===== config.mk =====
export PLATFORM = sky130hd
export DESIGN_NAME = reset_cause_flags
export DESIGN_NICKNAME = d
export VERILOG_FILES = /design/src/rtl/rcf_pkg.sv /design/src/rtl/rcf_irq_flags.sv /design/src/rtl/reset_cause_flags.sv
export VERILOG_INCLUDE_DIRS = /design/src /design/src/rtl
export SDC_FILE = /design/constraint.sdc
export NUM_CORES = 1
export LEC_CHECK = 0
export ABC_AREA = 0
export BUFFER_PORTS_ARGS = -buffer_cell sky130_fd_sc_hd__clkbuf_2
export CELL_PAD_IN_SITES_DETAIL_PLACEMENT = 0
export CELL_PAD_IN_SITES_GLOBAL_PLACEMENT = 1
export CORE_ASPECT_RATIO = 1.4
export CORE_MARGIN = 2
export CORE_UTILIZATION = 37
export CTS_BUF_LIST = sky130_fd_sc_hd__clkbuf_16
export DETAILED_ROUTE_END_ITERATION = 8
export PLACE_DENSITY_LB_ADDON = 0.1
export SLEW_MARGIN = 20
export SYNTH_ARGS = -nofsm -noshare
export SYNTH_HDL_FRONTEND = slang
export SYNTH_SLANG_ARGS = --single-unit

===== constraint.sdc =====
create_clock -name SYS_CLK -period 1.1 [get_ports SYS_CLK]
set_input_delay 0.055 -clock SYS_CLK [delete_from_list [all_inputs] [get_ports SYS_CLK]]
set_output_delay 0.055 -clock SYS_CLK [all_outputs]
set_load 0.05 [all_outputs]

===== src/rtl/rcf_consts.svh =====
// Purpose: offsets, field positions and reset values of the reset-cause flag block
// Assumes: 8-bit registers on a plain address/strobe port
// Notes: definitions only
`ifndef RCF_CONSTS_SVH
`define RCF_CONSTS_SVH

`define RCF_ADDR_W 12
`define RCF_DATA_W 8

// register offsets
`define RCF_BCTL_OFS 12'h191
`define RCF_FLAGS_OFS 12'h192
`define RCF_MEM_VIOLATION_FLAG_OFS 12'h193
`define RCF_IRQ_STAT_OFS 12'h194
`define RCF_IRQ_MASK_OFS 12'h195

// reset_cause_flags field positions
`define RCF_BROWNOUT_BIT 0
`define RCF_POWER_ON_BIT 1
`define RCF_INSTR_BIT 2
`define RCF_EXT_PIN_BIT 3
`define RCF_WDT_BIT 4
`define RCF_WWV_BIT 5
`define RCF_STK_UNDER_BIT 6
`define RCF_STK_OVER_BIT 7

// mem_violation_flags and brownout_ctl field positions
`define RCF_MEM_VIOLATION_FLAG_BIT 1
`define RCF_SOFT_EN_BIT 7
`define RCF_READY_BIT 0

// interrupt status / mask bit positions
`define RCF_IRQ_BROWNOUT 0
`define RCF_IRQ_POWER_ON 1
`define RCF_IRQ_INSTR 2
`define RCF_IRQ_EXT_PIN 3
`define RCF_IRQ_WATCHDOG 4
`define RCF_IRQ_STK_OVER 5
`define RCF_IRQ_STK_UNDER 6
`define RCF_IRQ_MEM_VIOLATION_FLAG 7
`define RCF_IRQ_W 8

// values loaded on power-on; brown-out keeps power_on bit and clears brownout bit
`define RCF_FLAGS_POR_VAL 8'h3D
`define RCF_FLAGS_BOR_VAL 8'h3C
`define RCF_MEM_VIOLATION_FLAG_RST_VAL 1'h1
`define RCF_SOFT_EN_RST_VAL 1'h1
`define RCF_IRQ_MASK_RST_VAL 8'h00

`endif


===== src/rtl/rcf_pkg.sv =====
// Purpose: shared types of the reset-cause flag block
// Assumes: widths from rcf_consts.svh
// Notes: types only
`include "rcf_consts.svh"

package rcf_pkg;

  typedef logic [`RCF_ADDR_W-1:0] addr_t;
  typedef logic [`RCF_DATA_W-1:0] byte_t;

  typedef struct packed {
    byte_t flags;
    logic mem_flag;
    logic soft_en;
    byte_t rdata;
  } cause_state_t;

endpackage : rcf_pkg


===== src/rtl/rcf_irq_flags.sv =====
// Purpose: sticky event bits with write-one-to-clear, a mask and one level interrupt
// Assumes: events are one-cycle pulses, synchronous to clk
// Notes: an event in the clearing cycle keeps its bit set
`timescale 1ns/1ns
`default_nettype none

module rcf_irq_flags #(
  parameter int WIDTH = 8
) (
  // clock and reset
  input wire logic clk,
  input wire logic rst_n,
  input wire logic ce,
  // events and software access
  input wire logic [WIDTH-1:0] evt,
  input wire logic [WIDTH-1:0] clr,
  input wire logic mask_wr,
  input wire logic [WIDTH-1:0] mask_data,
  // state and interrupt
  output logic [WIDTH-1:0] status,
  output logic [WIDTH-1:0] mask,
  output logic irq
);

  typedef struct packed {
    logic [WIDTH-1:0] status;
    logic [WIDTH-1:0] mask;
  } irq_state_t;

  irq_state_t s_reg;
  irq_state_t s_next;
  logic [WIDTH-1:0] status_upd;

  genvar i;
  generate
    for (i = 0; i < WIDTH; i++) begin : g_bit
      assign status_upd[i] = evt[i] | (s_reg.status[i] & ~clr[i]);
    end
  endgenerate

  always_comb begin
    s_next = s_reg;
    if (ce) begin
      s_next.status = status_upd;
      if (mask_wr) begin
        s_next.mask = mask_data;
      end
    end
  end

  always_ff @(posedge clk or negedge rst_n) begin
    if (!rst_n) begin
      s_reg <= '0;
    end else begin
      s_reg <= s_next;
    end
  end

  assign status = s_reg.status;
  assign mask = s_reg.mask;
  assign irq = |(s_reg.status & s_reg.mask);
endmodule : rcf_irq_flags

`default_nettype wire


===== src/rtl/reset_cause_flags.sv =====
// Purpose: reset-cause flag registers with sticky interrupt reporting
// Assumes: cause events are one-cycle pulses from the reset controller
// Notes: power-on reloads every flag, brown-out every flag but the power_on bit; other causes touch one bit
`timescale 1ns/1ns
`default_nettype none

`include "rcf_consts.svh"

module reset_cause_flags (
  // clock, reset, enable
  input wire logic SYS_CLK,
  input wire logic ARST_N,
  input wire logic CLK_EN,
  // reset cause events
  input wire logic POWER_ON_EVT,
  input wire logic BROWNOUT_EVT,
  input wire logic WDT_TIMEOUT_EVT,
  input wire logic WDT_WINDOW_EVT,
  input wire logic EXT_RESET_PIN_EVT,
  input wire logic RESET_INSTR_EVT,
  input wire logic STACK_OVER_EVT,
  input wire logic STACK_UNDER_EVT,
  input wire logic MEM_VIOL_EVT,
  // brown-out circuit
  input wire logic BROWNOUT_READY,
  output logic SOFT_BROWNOUT_EN,
  // register port
  input wire rcf_pkg::addr_t ADDR,
  input wire rcf_pkg::byte_t WR_DATA,
  input wire logic WR_STB,
  input wire logic RD_STB,
  output rcf_pkg::byte_t RD_DATA,
  // interrupt
  output logic IRQ
);
  import rcf_pkg::*;

  logic [1:0] rst_sync_reg;
  logic rst_n;
  cause_state_t s_reg;
  cause_state_t s_next;
  byte_t irq_status;
  byte_t irq_mask;
  logic [`RCF_IRQ_W-1:0] irq_evt;
  logic wr_flags;
  logic wr_mem_violation_flag;
  logic wr_bctl;
  logic any_evt;

  function automatic logic hit(input addr_t a, input addr_t ofs);
    hit = (a == ofs);
  endfunction : hit

  // release reset through two flops
  always_ff @(posedge SYS_CLK or negedge ARST_N) begin
    if (!ARST_N) begin
      rst_sync_reg <= 2'h0;
    end else begin
      rst_sync_reg <= {rst_sync_reg[0], 1'h1};
    end
  end
  assign rst_n = rst_sync_reg[1];

  assign wr_flags = WR_STB && hit(ADDR, `RCF_FLAGS_OFS);
  assign wr_mem_violation_flag = WR_STB && hit(ADDR, `RCF_MEM_VIOLATION_FLAG_OFS);
  assign wr_bctl = WR_STB && hit(ADDR, `RCF_BCTL_OFS);
  assign any_evt = POWER_ON_EVT | BROWNOUT_EVT | WDT_TIMEOUT_EVT | WDT_WINDOW_EVT |
                   EXT_RESET_PIN_EVT | RESET_INSTR_EVT | STACK_OVER_EVT |
                   STACK_UNDER_EVT | MEM_VIOL_EVT;

  always_comb begin
    s_next = s_reg;
    if (CLK_EN) begin
      if (wr_flags) begin
        s_next.flags = WR_DATA;
      end
      if (wr_mem_violation_flag) begin
        s_next.mem_flag = WR_DATA[`RCF_MEM_VIOLATION_FLAG_BIT];
      end
      if (wr_bctl) begin
        s_next.soft_en = WR_DATA[`RCF_SOFT_EN_BIT];
      end
      // hardware events win over a same-cycle write
      // watchdog time-out clear
      if (WDT_TIMEOUT_EVT) begin
        s_next.flags[`RCF_WDT_BIT] = 1'h0;
      end
      if (WDT_WINDOW_EVT) begin
        s_next.flags[`RCF_WWV_BIT] = 1'h0;
      end
      if (EXT_RESET_PIN_EVT) begin
        s_next.flags[`RCF_EXT_PIN_BIT] = 1'h0;
      end
      if (RESET_INSTR_EVT) begin
        s_next.flags[`RCF_INSTR_BIT] = 1'h0;
      end
      if (STACK_OVER_EVT) begin
        s_next.flags[`RCF_STK_OVER_BIT] = 1'h1;
      end
      if (STACK_UNDER_EVT) begin
        s_next.flags[`RCF_STK_UNDER_BIT] = 1'h1;
      end
      if (MEM_VIOL_EVT) begin
        s_next.mem_flag = 1'h0;
      end
      if (POWER_ON_EVT) begin
        s_next.flags = `RCF_FLAGS_POR_VAL;
        s_next.mem_flag = `RCF_MEM_VIOLATION_FLAG_RST_VAL;
        s_next.soft_en = `RCF_SOFT_EN_RST_VAL;
      end else if (BROWNOUT_EVT) begin
        s_next.flags = `RCF_FLAGS_BOR_VAL;
        s_next.flags[`RCF_POWER_ON_BIT] = s_reg.flags[`RCF_POWER_ON_BIT];
        s_next.mem_flag = `RCF_MEM_VIOLATION_FLAG_RST_VAL;
        s_next.soft_en = `RCF_SOFT_EN_RST_VAL;
      end
      // read data stand for one enabled cycle only; they hold while CLK_EN is low
      s_next.rdata = 8'h00;
      if (RD_STB) begin
        if (hit(ADDR, `RCF_FLAGS_OFS)) begin
          s_next.rdata = s_reg.flags;
        end else if (hit(ADDR, `RCF_MEM_VIOLATION_FLAG_OFS)) begin
          s_next.rdata[`RCF_MEM_VIOLATION_FLAG_BIT] = s_reg.mem_flag;
        end else if (hit(ADDR, `RCF_BCTL_OFS)) begin
          s_next.rdata[`RCF_SOFT_EN_BIT] = s_reg.soft_en;
          s_next.rdata[`RCF_READY_BIT] = BROWNOUT_READY;
        end else if (hit(ADDR, `RCF_IRQ_STAT_OFS)) begin
          s_next.rdata = irq_status;
        end else if (hit(ADDR, `RCF_IRQ_MASK_OFS)) begin
          s_next.rdata = irq_mask;
        end
      end
    end
  end

  always_ff @(posedge SYS_CLK or negedge rst_n) begin
    if (!rst_n) begin
      s_reg.flags <= `RCF_FLAGS_POR_VAL;
      s_reg.mem_flag <= `RCF_MEM_VIOLATION_FLAG_RST_VAL;
      s_reg.soft_en <= `RCF_SOFT_EN_RST_VAL;
      s_reg.rdata <= 8'h00;
    end else begin
      s_reg <= s_next;
    end
  end

  assign irq_evt[`RCF_IRQ_BROWNOUT] = BROWNOUT_EVT;
  assign irq_evt[`RCF_IRQ_POWER_ON] = POWER_ON_EVT;
  assign irq_evt[`RCF_IRQ_INSTR] = RESET_INSTR_EVT;
  assign irq_evt[`RCF_IRQ_EXT_PIN] = EXT_RESET_PIN_EVT;
  assign irq_evt[`RCF_IRQ_WATCHDOG] = WDT_TIMEOUT_EVT | WDT_WINDOW_EVT;
  assign irq_evt[`RCF_IRQ_STK_OVER] = STACK_OVER_EVT;
  assign irq_evt[`RCF_IRQ_STK_UNDER] = STACK_UNDER_EVT;
  assign irq_evt[`RCF_IRQ_MEM_VIOLATION_FLAG] = MEM_VIOL_EVT;

  rcf_irq_flags #(
    .WIDTH(`RCF_IRQ_W)
  ) u_irq (
    .clk(SYS_CLK),
    .rst_n(rst_n),
    .ce(CLK_EN),
    .evt(irq_evt),
    .clr((WR_STB && hit(ADDR, `RCF_IRQ_STAT_OFS)) ? WR_DATA : 8'h00),
    .mask_wr(WR_STB && hit(ADDR, `RCF_IRQ_MASK_OFS)),
    .mask_data(WR_DATA),
    .status(irq_status),
    .mask(irq_mask),
    .irq(IRQ)
  );

  assign RD_DATA = s_reg.rdata;
  assign SOFT_BROWNOUT_EN = s_reg.soft_en;
endmodule : reset_cause_flags

`default_nettype wire


-- Word-level counts from Yosys, hierarchy flattened
Cells that the tools add are included.
- equal/unequal tests: 6
- multiplexer cells: 23
- bitwise operators: 26
- reductions and logical operators: 27
- operators by type and width (cell ; number):
    $eq A12 B9 Y1 const B ; 5
    $mux W8 ; 6
    $reduce_bool A4 Y1 ; 7
    $mux W10 ; 2
    $reduce_and A2 Y1 ; 10
    $mux W1 ; 13
    $mux W6 ; 2
    $or A1 B1 Y1 ; 9
    $and A1 B1 Y1 ; 8
    $and A8 B8 Y8 ; 1
    $not A1 Y1 ; 8
    $reduce_or A8 Y1 ; 1
    $reduce_bool A3 Y1 ; 2
    $logic_and A1 B1 Y1 ; 5
    $reduce_and A3 Y1 ; 1
    $ne A2 B2 Y1 const B ; 1
    $reduce_bool A2 Y1 ; 1
- register bits after elaboration: 36
- input port bits: 35
- output and inout bits: 10
- word-level logic and storage cells: 96

-- Logic depth before layout (Yosys ltp)
Gate-level depths: netlist (run 1).
- depth in word-level cells: 7
- gate-level depth with buffers: 6
- gate-level depth less buffers: 4

-- By module
Synthesis (run 1) repeated with hierarchy kept, for this count alone.
- cell total of the unflattened synthesis: 196
- area, all modules: 2062.0 um2
- modules (own cells, without submodules) (module ; instances ; cells each ; area an instance (um2) ; seq. area each (um2)):
    reset_cause_flags ; 1 ; 148 ; 1362.6 ; 509.2
    rcf_irq_flags ; 1 ; 48 ; 699.4 ; 400.4

-- Worst setup path after synthesis (run 1)
No wires, ideal clock.
- path type: input-to-reg
- start point: input ADDR[9]
- end point: register u_irq.s_reg (netlist bit u_irq.mask[0])
- library setup time: 0.125 ns
- arrival: 1.694 ns
- data required time: 0.975 ns
- setup slack: -0.719 ns
- cell stages on the path: 5
- path buffers: 2
- cells stage by stage: or4b_4 buf_6 or4_4 buf_6 mux2_4
- word-level cells in the longest chain between the ends: 3
- RTL lines (item ; RTL line ; source):
    start, declared ; reset_cause_flags.sv:28 ; input wire rcf_pkg::addr_t ADDR,
    $eq A12 B9 Y1 ; reset_cause_flags.sv:51 ; hit = (a == ofs);
    $logic_and A1 B1 Y1 ; reset_cause_flags.sv:163 ; .mask_wr(WR_STB && hit(ADDR, `RCF_IRQ_MASK_OFS)),
    $reduce_and A2 Y1 (no source line) ; - ;
    end signal, assigned ; rcf_irq_flags.sv:55 ; s_reg <= s_next;
    end, declared ; rcf_irq_flags.sv:30 ; irq_state_t s_reg;
No other way between the ends.
A chain may end at the register's enable or synchronous reset.

-- Final worst setup path (run 1)
- start point: input ADDR[9]
- end point: register u_irq.s_reg (netlist bit u_irq.mask[3])
The elaborated chain is that of the path after synthesis.

==> key figures, run 1 <==
Status
  – Status: finished with violations
  – Failing checks: setup timing

Worst setup path
  – CP required: 1.26 ns
  – Crit start category: input port
  – CP arrival: 1.62 ns
  – CP Capture Type: flip-flop
  – CP Max Fanout: 8
  – Crit path kind: in2reg

Logic synthesis
  – Mapped Nets: 227
  – Ranking of synthesized cells by area: dfrtp_1, dfstp_2, mux2_4
  – Register area share after synthesis: 45.21%
  – Share of Yosys cell area claimed by the top area cell type: 36.07%
  – Syn_area_per_cell: 10.48 um^2
  – Post-synth EDFFs: 0
  – Cell accounting for the most synthesized area: dfrtp_1
  – FF+latch count, synth: 36
  – Unique masters post-synth: 42
  – Prevailing post-synth register cell: dfrtp_1
  – Syn. warnings: 0
  – Ys async rst share: 100.0%
  – Synth Cell Area: around 0.0020 mm^2
  – Gate Count Post-Synth: approximately 190

Timing
  – Max-slew violation count: 0
  – Setup_tns: -8.503 ns
  – Clock Skews: 0.004837 ns
  – Worst setup margin: -0.3581 ns
  – Hold Violations, Final: 0
  – Min Clock Period, post-route: 1.458 ns
  – Fmax: 685.8 MHz
  – Final setup fails: 35
  – RSZ-0062 raised after global routing: true
  – Period utilisation layout: 132.6%

Placement
  – GP Congestion: just under 0.9
  – Post-DP HPWL: 4.460 mm
  – IO buf count: 44
  – Dpl ws: -0.7492 ns
  – Placed cell area: 0.002511 mm^2

Route
  – Detailed router's first-iteration violation count: 73
  – Drt via density: 5.565
  – DR pass1 iterations: 4
  – DR WL/cell: 18.26 um
  – Total wire length: 6.136 mm
  – Drc violations: 0
  – Antenna viol nets, final: 0
  – Routed via count: 1870

Clock tree
  – H-tree levels: 2
  – TritonCTS Buffers: 5
  – Clk pin slew, worst setup/hold paths: roughly 0.060 ns
  – Worst skew pair latency: 0.28 ns
  – Worst-case clock buffer depth: 2
  – CTS Root Cell: clkbuf_16
  – Clk sinks: 36
  – Clock tree from TritonCTS: yes

Power
  – Sequential share of power: 43.4%
  – Sw frac: roughly 26%
  – Power Dens Cells: 1107 mW/mm^2
  – Comb power frac: 13.5%
  – Leakage dissipation: 0.001318 uW
  – Maximum vdd drop: 0.0007580 V
  – Clock power share: 43.1%
  – Internal: 2368 uW
  – Psw: 824.7 uW

GRT
  – GRT overflow: 0
  – Number of global-route vias before repair: 2009
  – First-pass GRT wire length: 10.05 mm
  – GRT Total Usage: 22.21%
  – Largest net degree at the start of global routing: 35
  – Initial antenna violation count: 0

Flow run
  – Max-cap violations: 0

Cells and area
  – Share of layout cells above drive strength 1: about half
  – Fillers: 496
  – Register area: 909.6 um^2
  – Max FFs per register: 9
  – Post-route cell area: roughly 0.0029 mm^2
  – Final design utilization: approximately 56%
  – # nets final: 304
  – Area of the multi-input gates: 0.001124 mm^2
  – # diodes: 0
  – Layout area overhead: 43.41%

Die
  – Row count: 31
  – Top-Level Pins: 45
  – DIE WIDTH: 66.32 um
  – Initial core utilization: 38.71%
  – Full die area: 0.006052 mm^2
  – CORE AREA: 0.005197 mm^2
  – Die Ht: 91.25 um

Worst hold path
  – Worst min path class: in2reg
-- area by class of cell --
class / instances / share of cell area (%)
repair buffers: 89 / 21.64
inverters: 1 / 0.1301
clock buffers: 5 / 4.337
flip-flops and latches: 36 / 31.53
clock inverters: 3 / 0.5637
multi-input cells: 136 / 38.94
well taps: 66 / 2.862
-- synthesized netlist by cell type, drive strengths merged (2+ instances only) --
master,number
a221oi,5
dfstp,7
mux2,13
nor3,8
a22oi,4
a21o,2
nand3b,6
nand4,3
nand4b,4
nor4,9
o2111ai,2
nor2,5
a22o,8
clkbuf,8
buf,11
a21oi,8
or3b,3
nor2b,3
mux2i,4
o21ai,8
or4,2
nand2b,2
nand3,7
dfrtp,29
nand2,20
-- power groups by stage --
stage / combinational (uW) / sequential [uW] / clock [uW]
2_1_floorplan: 198 / 1420 / 0
5_1_grt: 470 / 1390 / 1460
4_1_cts: 428 / 1380 / 1390
3_3_place_gp: 388 / 1410 / 0
6_report: 431 / 1390 / 1380
3_5_place_dp: 397 / 1410 / 0
-- layer usage --
metal  global-route usage [%]  routed length (um)  share of wire [%]  vias to the layer above
met5                        0                   0                  0                        -
met4                    10.54                 218                3.6                        0
met3                    4.709                 288                4.7                       17
met2                    39.33                3287                 54                       61
met1                    24.40                2341                 38                      916
li1                         -                   -                  -                      876
-- placed cells by master, fill, tap and decap left out, types with 4 or more instances in the layout --
cell	count
buf_6	5
mux2_2	5
dfstp_2	7
nand3_1	7
clkbuf_2	42
nor3_1	6
mux2i_1	4
a221oi_1	5
buf_4	37
nor4_4	6
nand2_1	20
dfrtp_1	29
nand4b_1	4
o21ai_0	8
clkbuf_16	6
mux2_4	8
nor2_1	5
nand3b_1	6
a22o_1	8
a21oi_1	8
-- per-stage QoR --
| stage | hold slack (ns) | power (uW) | cells |
|---|---|---|---|
| after floorplan | -0.2406 | 1614 | 192 |
| after global placement | -0.1599 | 1794 | 322 |
| after detailed placement | -0.1590 | 1804 | 322 |
| after CTS | 0.03766 | 3201 | 336 |
| after global routing | 0.04882 | 3317 | 336 |
| final | 0.03725 | 3193 | 336 |
-- final timing paths --
path | depth (start not counted) | slack (ns) | end | from
max in group asynchronous | 1 | 0.62 | SOFT_BROWNOUT_EN | rst_sync_reg[1]
hold reg to reg | 1 | 0.22 | RD_DATA[4] | rst_sync_reg[1]
hold / removal | 2 | 0.04 | u_irq.status[2] | RESET_INSTR_EVT
setup reg to reg | 3 | -0.11 | RD_DATA[6] | u_irq.status[6]
setup / recovery | 4 | -0.36 | u_irq.mask[3] | ADDR[9]
min in group asynchronous | 2 | 0.09 | rst_sync_reg[0] | ARST_N
-- critical path, stage by stage --
cell and delay (ns):
clkbuf_2 0.08, or4b_4 0.57, or4_4 0.57, mux2_4 0.34
-- cells by family after synthesis --
family,synth area share (%)
compound gates,14.43
simple gates,23.45
buf+inv,5.970
flops,45.21
other cells,0.1864
mux,10.76
-- what timing repair did --
| action | CTS | global route |
|---|---|---|
| endpoints found under the setup margin | 36 | 36 |
| hold buffers | 2 | 0 |
| hold endpoints to repair | 3 | 0 |
| gates resized for setup | 28 | 5 |
| setup buffers | 4 | 0 |
| pin swaps | 7 | 1 |
Power figures use the tool's default switching activity.
==> run 2, diff against run 1 <==
Settings changed: ABC_AREA 0 to 1, CORE_UTILIZATION 37 to 35.
==> key figures, run 2 <==
Power
  – Power Dens Cells: 1155 mW/mm^2
  – Leakage dissipation: 0.001455 uW
  – Maximum vdd drop: 0.0005748 V

Worst setup path
  – CP Max Fanout: 2
  – CP Capture Type: output pin
  – CP Cell Sequence: nand2_1, nand3_2, a221oi_2, nand4_1, clkbuf_8
  – Slowest library cell on the worst path: dfrtp_1
  – Max incr delay on CP: 0.38 ns
  – CP top delay family: flip-flops
  – Worst flop-to-flop path startpoint: u_irq.mask[1]
  – Crit start category: flip-flop
  – R2R setup slack: 0.13 ns
  – CP startpoint: u_irq.status[7]
  – CP required: between 1 and 1.5 ns
  – CP arrival: 1.35 ns
  – Critical path buffers and inverters: 1
  – Crit path kind: reg2out

Cells and area
  – Fillers: 600
  – Share of layout cells above drive strength 1: 33.92%
  – Most frequent cells in the layout: nand2_1, clkbuf_2, nand3_1, buf_4, dfrtp_1
  – Max FFs per register: 9
  – Final design utilization: 49.32%
  – Layout area overhead: 35.11%
  – Area of the multi-input gates: 920.9 um^2
  – Commonest non-fill, non-tap cell in the layout: nand2_1
  – Register area: 909.6 um^2
  – # nets final: 376
  – # diodes: 0

Status
  – Status: finished with violations
  – Failing checks: setup timing

Timing
  – Final setup fails: 1
  – Fmax: 709.8 MHz
  – Setup_tns: -0.3088 ns
  – WHS: 0.01517 ns
  – Worst setup margin: -0.3088 ns
  – Hold Violations, Final: 0
  – Clock Skews: between 0.002 and 0.003 ns
  – RSZ-0062 raised after global routing: true
  – Period utilisation layout: 128.1%
  – Max-slew violation count: 0
  – Min Clock Period, post-route: 1.409 ns

Logic synthesis
  – Syn. warnings: 0
  – Syn_area_per_cell: 7.611 um^2
  – Commonest cells post-synth: nand2_1, nand3_1, dfrtp_1
  – Post-synth EDFFs: 0
  – Top-count cell post-synth: nand2_1
  – Ys async rst share: 100.0%
  – Register area share after synthesis: 45.10%
  – Cell accounting for the most synthesized area: dfrtp_1
  – Gate Count Post-Synth: 265
  – Share of Yosys cell area claimed by the top area cell type: 35.98%
  – Mapped Nets: 300
  – FF+latch count, synth: 36
  – Synth Cell Area: 0.002017 mm^2
  – Unique masters post-synth: 28
  – Ranking of synthesized cells by area: dfrtp_1, nand2_1, nand3_1
  – Prevailing post-synth register cell: dfrtp_1

GRT
  – Number of global-route vias before repair: 1928
  – GRT Total Usage: 19.97%
  – Initial antenna violation count: 0
  – GRT overflow: 0
  – First-pass GRT wire length: between 9 and 10 mm
  – Largest net degree at the start of global routing: 19

Flow run
  – Max-cap violations: 0

Die
  – Full die area: 0.006394 mm^2
  – Die Ht: roughly 94 um
  – Initial core utilization: 36.50%
  – Row count: 32
  – CORE AREA: 0.005525 mm^2
  – Top-Level Pins: 45
  – DIE WIDTH: about 68 um

Route
  – DR WL/cell: 13.61 um
  – Detailed router's first-iteration violation count: 73
  – Routed via count: 1957
  – Drt via density: 4.773
  – Drc violations: 0
  – Antenna viol nets, final: 0
  – DR pass1 iterations: 4
  – Total wire length: 5.580 mm

Clock tree
  – CTS Root Cell: clkbuf_16
  – TritonCTS Buffers: 5
  – Worst skew pair latency: 0.28 ns
  – H-tree levels: 2
  – Worst-case clock buffer depth: 2
  – Clk sinks: 36
  – Clk pin slew, worst setup/hold paths: 0.06 ns
  – Clock tree from TritonCTS: yes

Placement
  – GP Congestion: 0.7974
  – IO buf count: 44
  – Post-DP HPWL: 4.490 mm

Worst hold path
  – Hold path start: RD_STB
  – Worst min path class: in2reg
-- run 2: cell count changes after synthesis, sizes merged, moves of 8 or more --
| cell | delta |
|---|---|
| a22o | -8 |
| o21ai | +17 |
| nand3 | +35 |
| nor2 | +8 |
| nand2 | +66 |
| nor4 | -9 |
| inv | +27 |
| mux2 | -11 |
-- run 2: power by group --
group	internal, uW	switching [uW]
sequential	1390	28.6
combinational	142	202
clock	835	553
-- run 2: area by class of cell --
class / count / area share (%)
clock buffers: 5 / 4.591
clock inverters: 3 / 0.6428
inverters: 27 / 3.719
multi-input cells: 187 / 33.79
flip-flops and latches: 36 / 33.38
well taps: 68 / 3.122
repair buffers: 84 / 20.75
-- run 2: final timing paths --
path	endpoint	cells after the start
max in group asynchronous	s_reg[12]	1
min in group asynchronous	rst_sync_reg[0]	2
hold reg to reg	s_reg[16]	1
setup reg to reg	RD_DATA[1]	5
setup / recovery	IRQ	5
hold / removal	RD_DATA[0]	3
-- run 2: logic make-up (layout without fill, tap and decap cells) --
group | Yosys count | count (layout) | synth area share, %
AOI/OAI and AO/OA | 36 | 36 | 10.05
buffers and inverters | 42 | 119 | 10.17
DFF | 36 | 36 | 45.10
muxes | 2 | 2 | 1.117
other | 1 | 1 | 0.1859
and+or+nand+nor | 148 | 148 | 33.37
-- run 2: tightest hold or removal path, cell delays in order --
cell      delay [ns]
clkbuf_2        0.09
nand3_1         0.07
nand2_1         0.05
-- run 2: per-layer routing --
layer	wire length (um)	part of all wire (%)	up-vias	GRT usage [%]
met3	232	4.2	10	3.717
met1	2540	46	884	25.13
met2	2688	48	54	33.33
met5	0	0	-	0
met4	117	2.1	0	7.167
li1	-	-	1009	-
-- run 2: stage by stage --
| step | setup WS, ns | cells | instance area (um^2) | power (uW) |
|---|---|---|---|---|
| global route | -0.3836 | 410 | 2725 | 3301 |
| CTS | -0.3208 | 407 | 2695 | 3194 |
| global placement | -0.1499 | 398 | 2520 | 1775 |
| finish | -0.3088 | 410 | 2725 | 3147 |
| detailed placement | -0.1589 | 398 | 2520 | 1778 |
| floorplan | -0.1338 | 265 | 2023 | 1597 |
-- run 2: what timing repair did --
item,4_1_cts,5_1_grt
cloned,0,0
hold buffers,1,0
setup endpoints to repair,2,4
pin swaps,4,3
resized for setup,5,2
buffers inserted,0,3
hold endpoints to repair,2,0
==> run 3, diff against run 2 <==
Settings changed: CTS_CLUSTER_SIZE set to 10, SYNTH_HIERARCHICAL set to 1.
==> key figures, run 3 <==
Status
  – Status: finished with violations
  – Failing checks: setup timing

Route
  – Drc violations: 0
  – DR pass1 iterations: 4
  – Antenna viol nets, final: 0
  – Drt via density: 4.637
  – Routed via count: approximately 2100
  – DR WL/cell: between 10 and 15 um
  – Detailed router's first-iteration violation count: 82
  – Total wire length: 5.949 mm

Worst setup path
  – Worst flop-to-flop path startpoint: u_irq/status[0]
  – CP required: 1.04 ns
  – CP startpoint: u_irq/status[5]
  – CP Max Fanout: 3
  – Critical path endpoint: IRQ
  – Worst reg-to-reg path cell count: 5
  – R2R Path End: RD_DATA[0]
  – CP arrival: 1.14 ns
  – R2R setup slack: 0.14 ns
  – CP Capture Type: output pin
  – Crit path kind: reg2out
  – Crit start category: flip-flop

Clock tree
  – Worst-case clock buffer depth: 2
  – TritonCTS Buffers: 5
  – Clk sinks: 36
  – CTS Root Cell: clkbuf_16
  – Clk pin slew, worst setup/hold paths: 0.06 ns
  – Worst skew pair latency: 0.28 ns
  – Clock tree from TritonCTS: yes
  – H-tree levels: 2

Cells and area
  – Max FFs per register: 9
  – Share of layout cells above drive strength 1: 30.26%
  – Layout area overhead: 29.60%
  – Commonest non-fill, non-tap cell in the layout: nand2_1
  – Most frequent cells in the layout: nand2_1, nand3_1, clkbuf_2, buf_4, dfrtp_1
  – Final cell count without fillers: between 400 and 500
  – # diodes: 0
  – # nets final: 414

GRT
  – Initial antenna violation count: 0
  – Number of global-route vias before repair: 2185
  – First-pass GRT wire length: 10.44 mm
  – GRT overflow: 0
  – Largest net degree at the start of global routing: 36
  – GRT Total Usage: 19.03%

Timing
  – Hold Violations, Final: 0
  – Max-slew violation count: 0
  – Fmax: 835.0 MHz
  – WHS: around 0.0028 ns
  – Min Clock Period, post-route: 1.198 ns
  – Period utilisation layout: 108.9%
  – RSZ-0062 raised after global routing: true
  – Worst setup margin: -0.09757 ns
  – Final setup fails: 1
  – Clock Skews: 0.003316 ns

Logic synthesis
  – Share of Yosys cell area claimed by the top area cell type: 32.95%
  – Mapped Nets: 344
  – Unique masters post-synth: 26
  – Post-synth EDFFs: 0
  – Top-count cell post-synth: nand2_1
  – Ranking of synthesized cells by area: dfrtp_1, nand2_1, nand3_1
  – Commonest cells post-synth: nand2_1, nand3_1, dfrtp_1
  – Cell accounting for the most synthesized area: dfrtp_1
  – Prevailing post-synth register cell: dfrtp_1
  – FF+latch count, synth: 36
  – Ys async rst share: 100.0%
  – Gate Count Post-Synth: between 300 and 400
  – Register area share after synthesis: 41.31%
  – Synth Cell Area: 0.002202 mm^2
  – Syn_area_per_cell: 7.127 um^2
  – Syn. warnings: 6

Die
  – Full die area: 0.006952 mm^2
  – CORE AREA: 0.006168 mm^2
  – Top-Level Pins: 45
  – Initial core utilization: around 36%
  – Row count: 34
  – Die Ht: 97.86 um
  – DIE WIDTH: a little over 70 um

Power
  – Power Dens Cells: 1113 mW/mm^2
  – Leakage dissipation: approximately 0.0016 uW
  – Maximum vdd drop: 0.0007060 V

Placement
  – DP Cell Count: around 430
  – Dpl ws: -0.1574 ns
  – IO buf count: 44
  – Post-DP HPWL: ~4.4 mm
  – GP Congestion: 0.8427

Worst hold path
  – Hold path start: RESET_INSTR_EVT
  – Worst min path class: in2reg

Flow run
  – Max-cap violations: 0
run 3: worst min-delay path by stage:
stage,cells after the start,slack [ns],to
2_1_floorplan,0,-0.24,rst_sync_reg[0]
4_1_cts,3,0.006,u_irq/status[2]
5_1_grt,3,0.009,u_irq/status[3]
3_5_place_dp,1,-0.16,rst_sync_reg[1]
6_report,3,0.003,u_irq/status[2]
3_3_place_gp,1,-0.16,rst_sync_reg[0]
run 3: final cells by class:
cell class / instances / area, um^2
timing repair buffer: 80 / 549.3
clock inverter: 3 / 15.01
tap: 72 / 90.09
sequential: 36 / 909.6
clock buffer: 5 / 125.1
fill: 671 / 3314
inverter: 26 / 97.59
multi-input combinational: 230 / 1067
run 3: kinds of logic after synthesis:
group | count (synthesis) | share of synthesized area (%)
AOI/OAI and AO/OA | 10 | 2.613
buffers and inverters | 43 | 12.16
DFF | 36 | 41.31
other | 1 | 0.1703
and+or+nand+nor | 219 | 43.75
run 3: timing repair:
action | CTS | global route
setup endpoints to repair | 2 | 1
gates resized for setup | 4 | 1
pin swaps | 4 | 3
hold buffers | 1 | 0
endpoints found under the hold margin | 2 | 0
setup buffers | 9 | 1
run 3: through the flow:
stage | util, % | total power (uW) | area [um^2] | TNS [ns]
after floorplan | - | 1658 | 2248 | -0.2024
final | 46.27 | 3177 | 2854 | -0.09757
after global routing | 46.27 | 3332 | 2854 | -0.1722
after detailed placement | 42.31 | 1824 | 2610 | -2.911
after global placement | 42.31 | 1820 | 2610 | -2.263
after CTS | 46.13 | 3219 | 2845 | -0.1126
run 3: worst max-delay path: stages, from the launching register on:
cell     delay [ns]
dfrtp_1        0.39
nand2_1        0.07
nand2_1        0.05
nor2_1         0.09
nand2_1        0.09
buf_8          0.16
run 3: metal layers:
metal / wire [um] / track usage [%]
met1: 2754 / 24.56
met2: 2870 / 31.63
met4: 132 / 6.676
met5: 0 / 0
met3: 191 / 3.612
run 3: where the power goes:
group | leakage [uW] | switching (uW) | internal [uW] | total (uW)
clock network | 0.0000687 | 548 | 823 | 1370
registers | 0.000431 | 31.7 | 1390 | 1420
logic | 0.00109 | 234 | 151 | 385
total | 0.00159 | 813 | 2360 | 3180
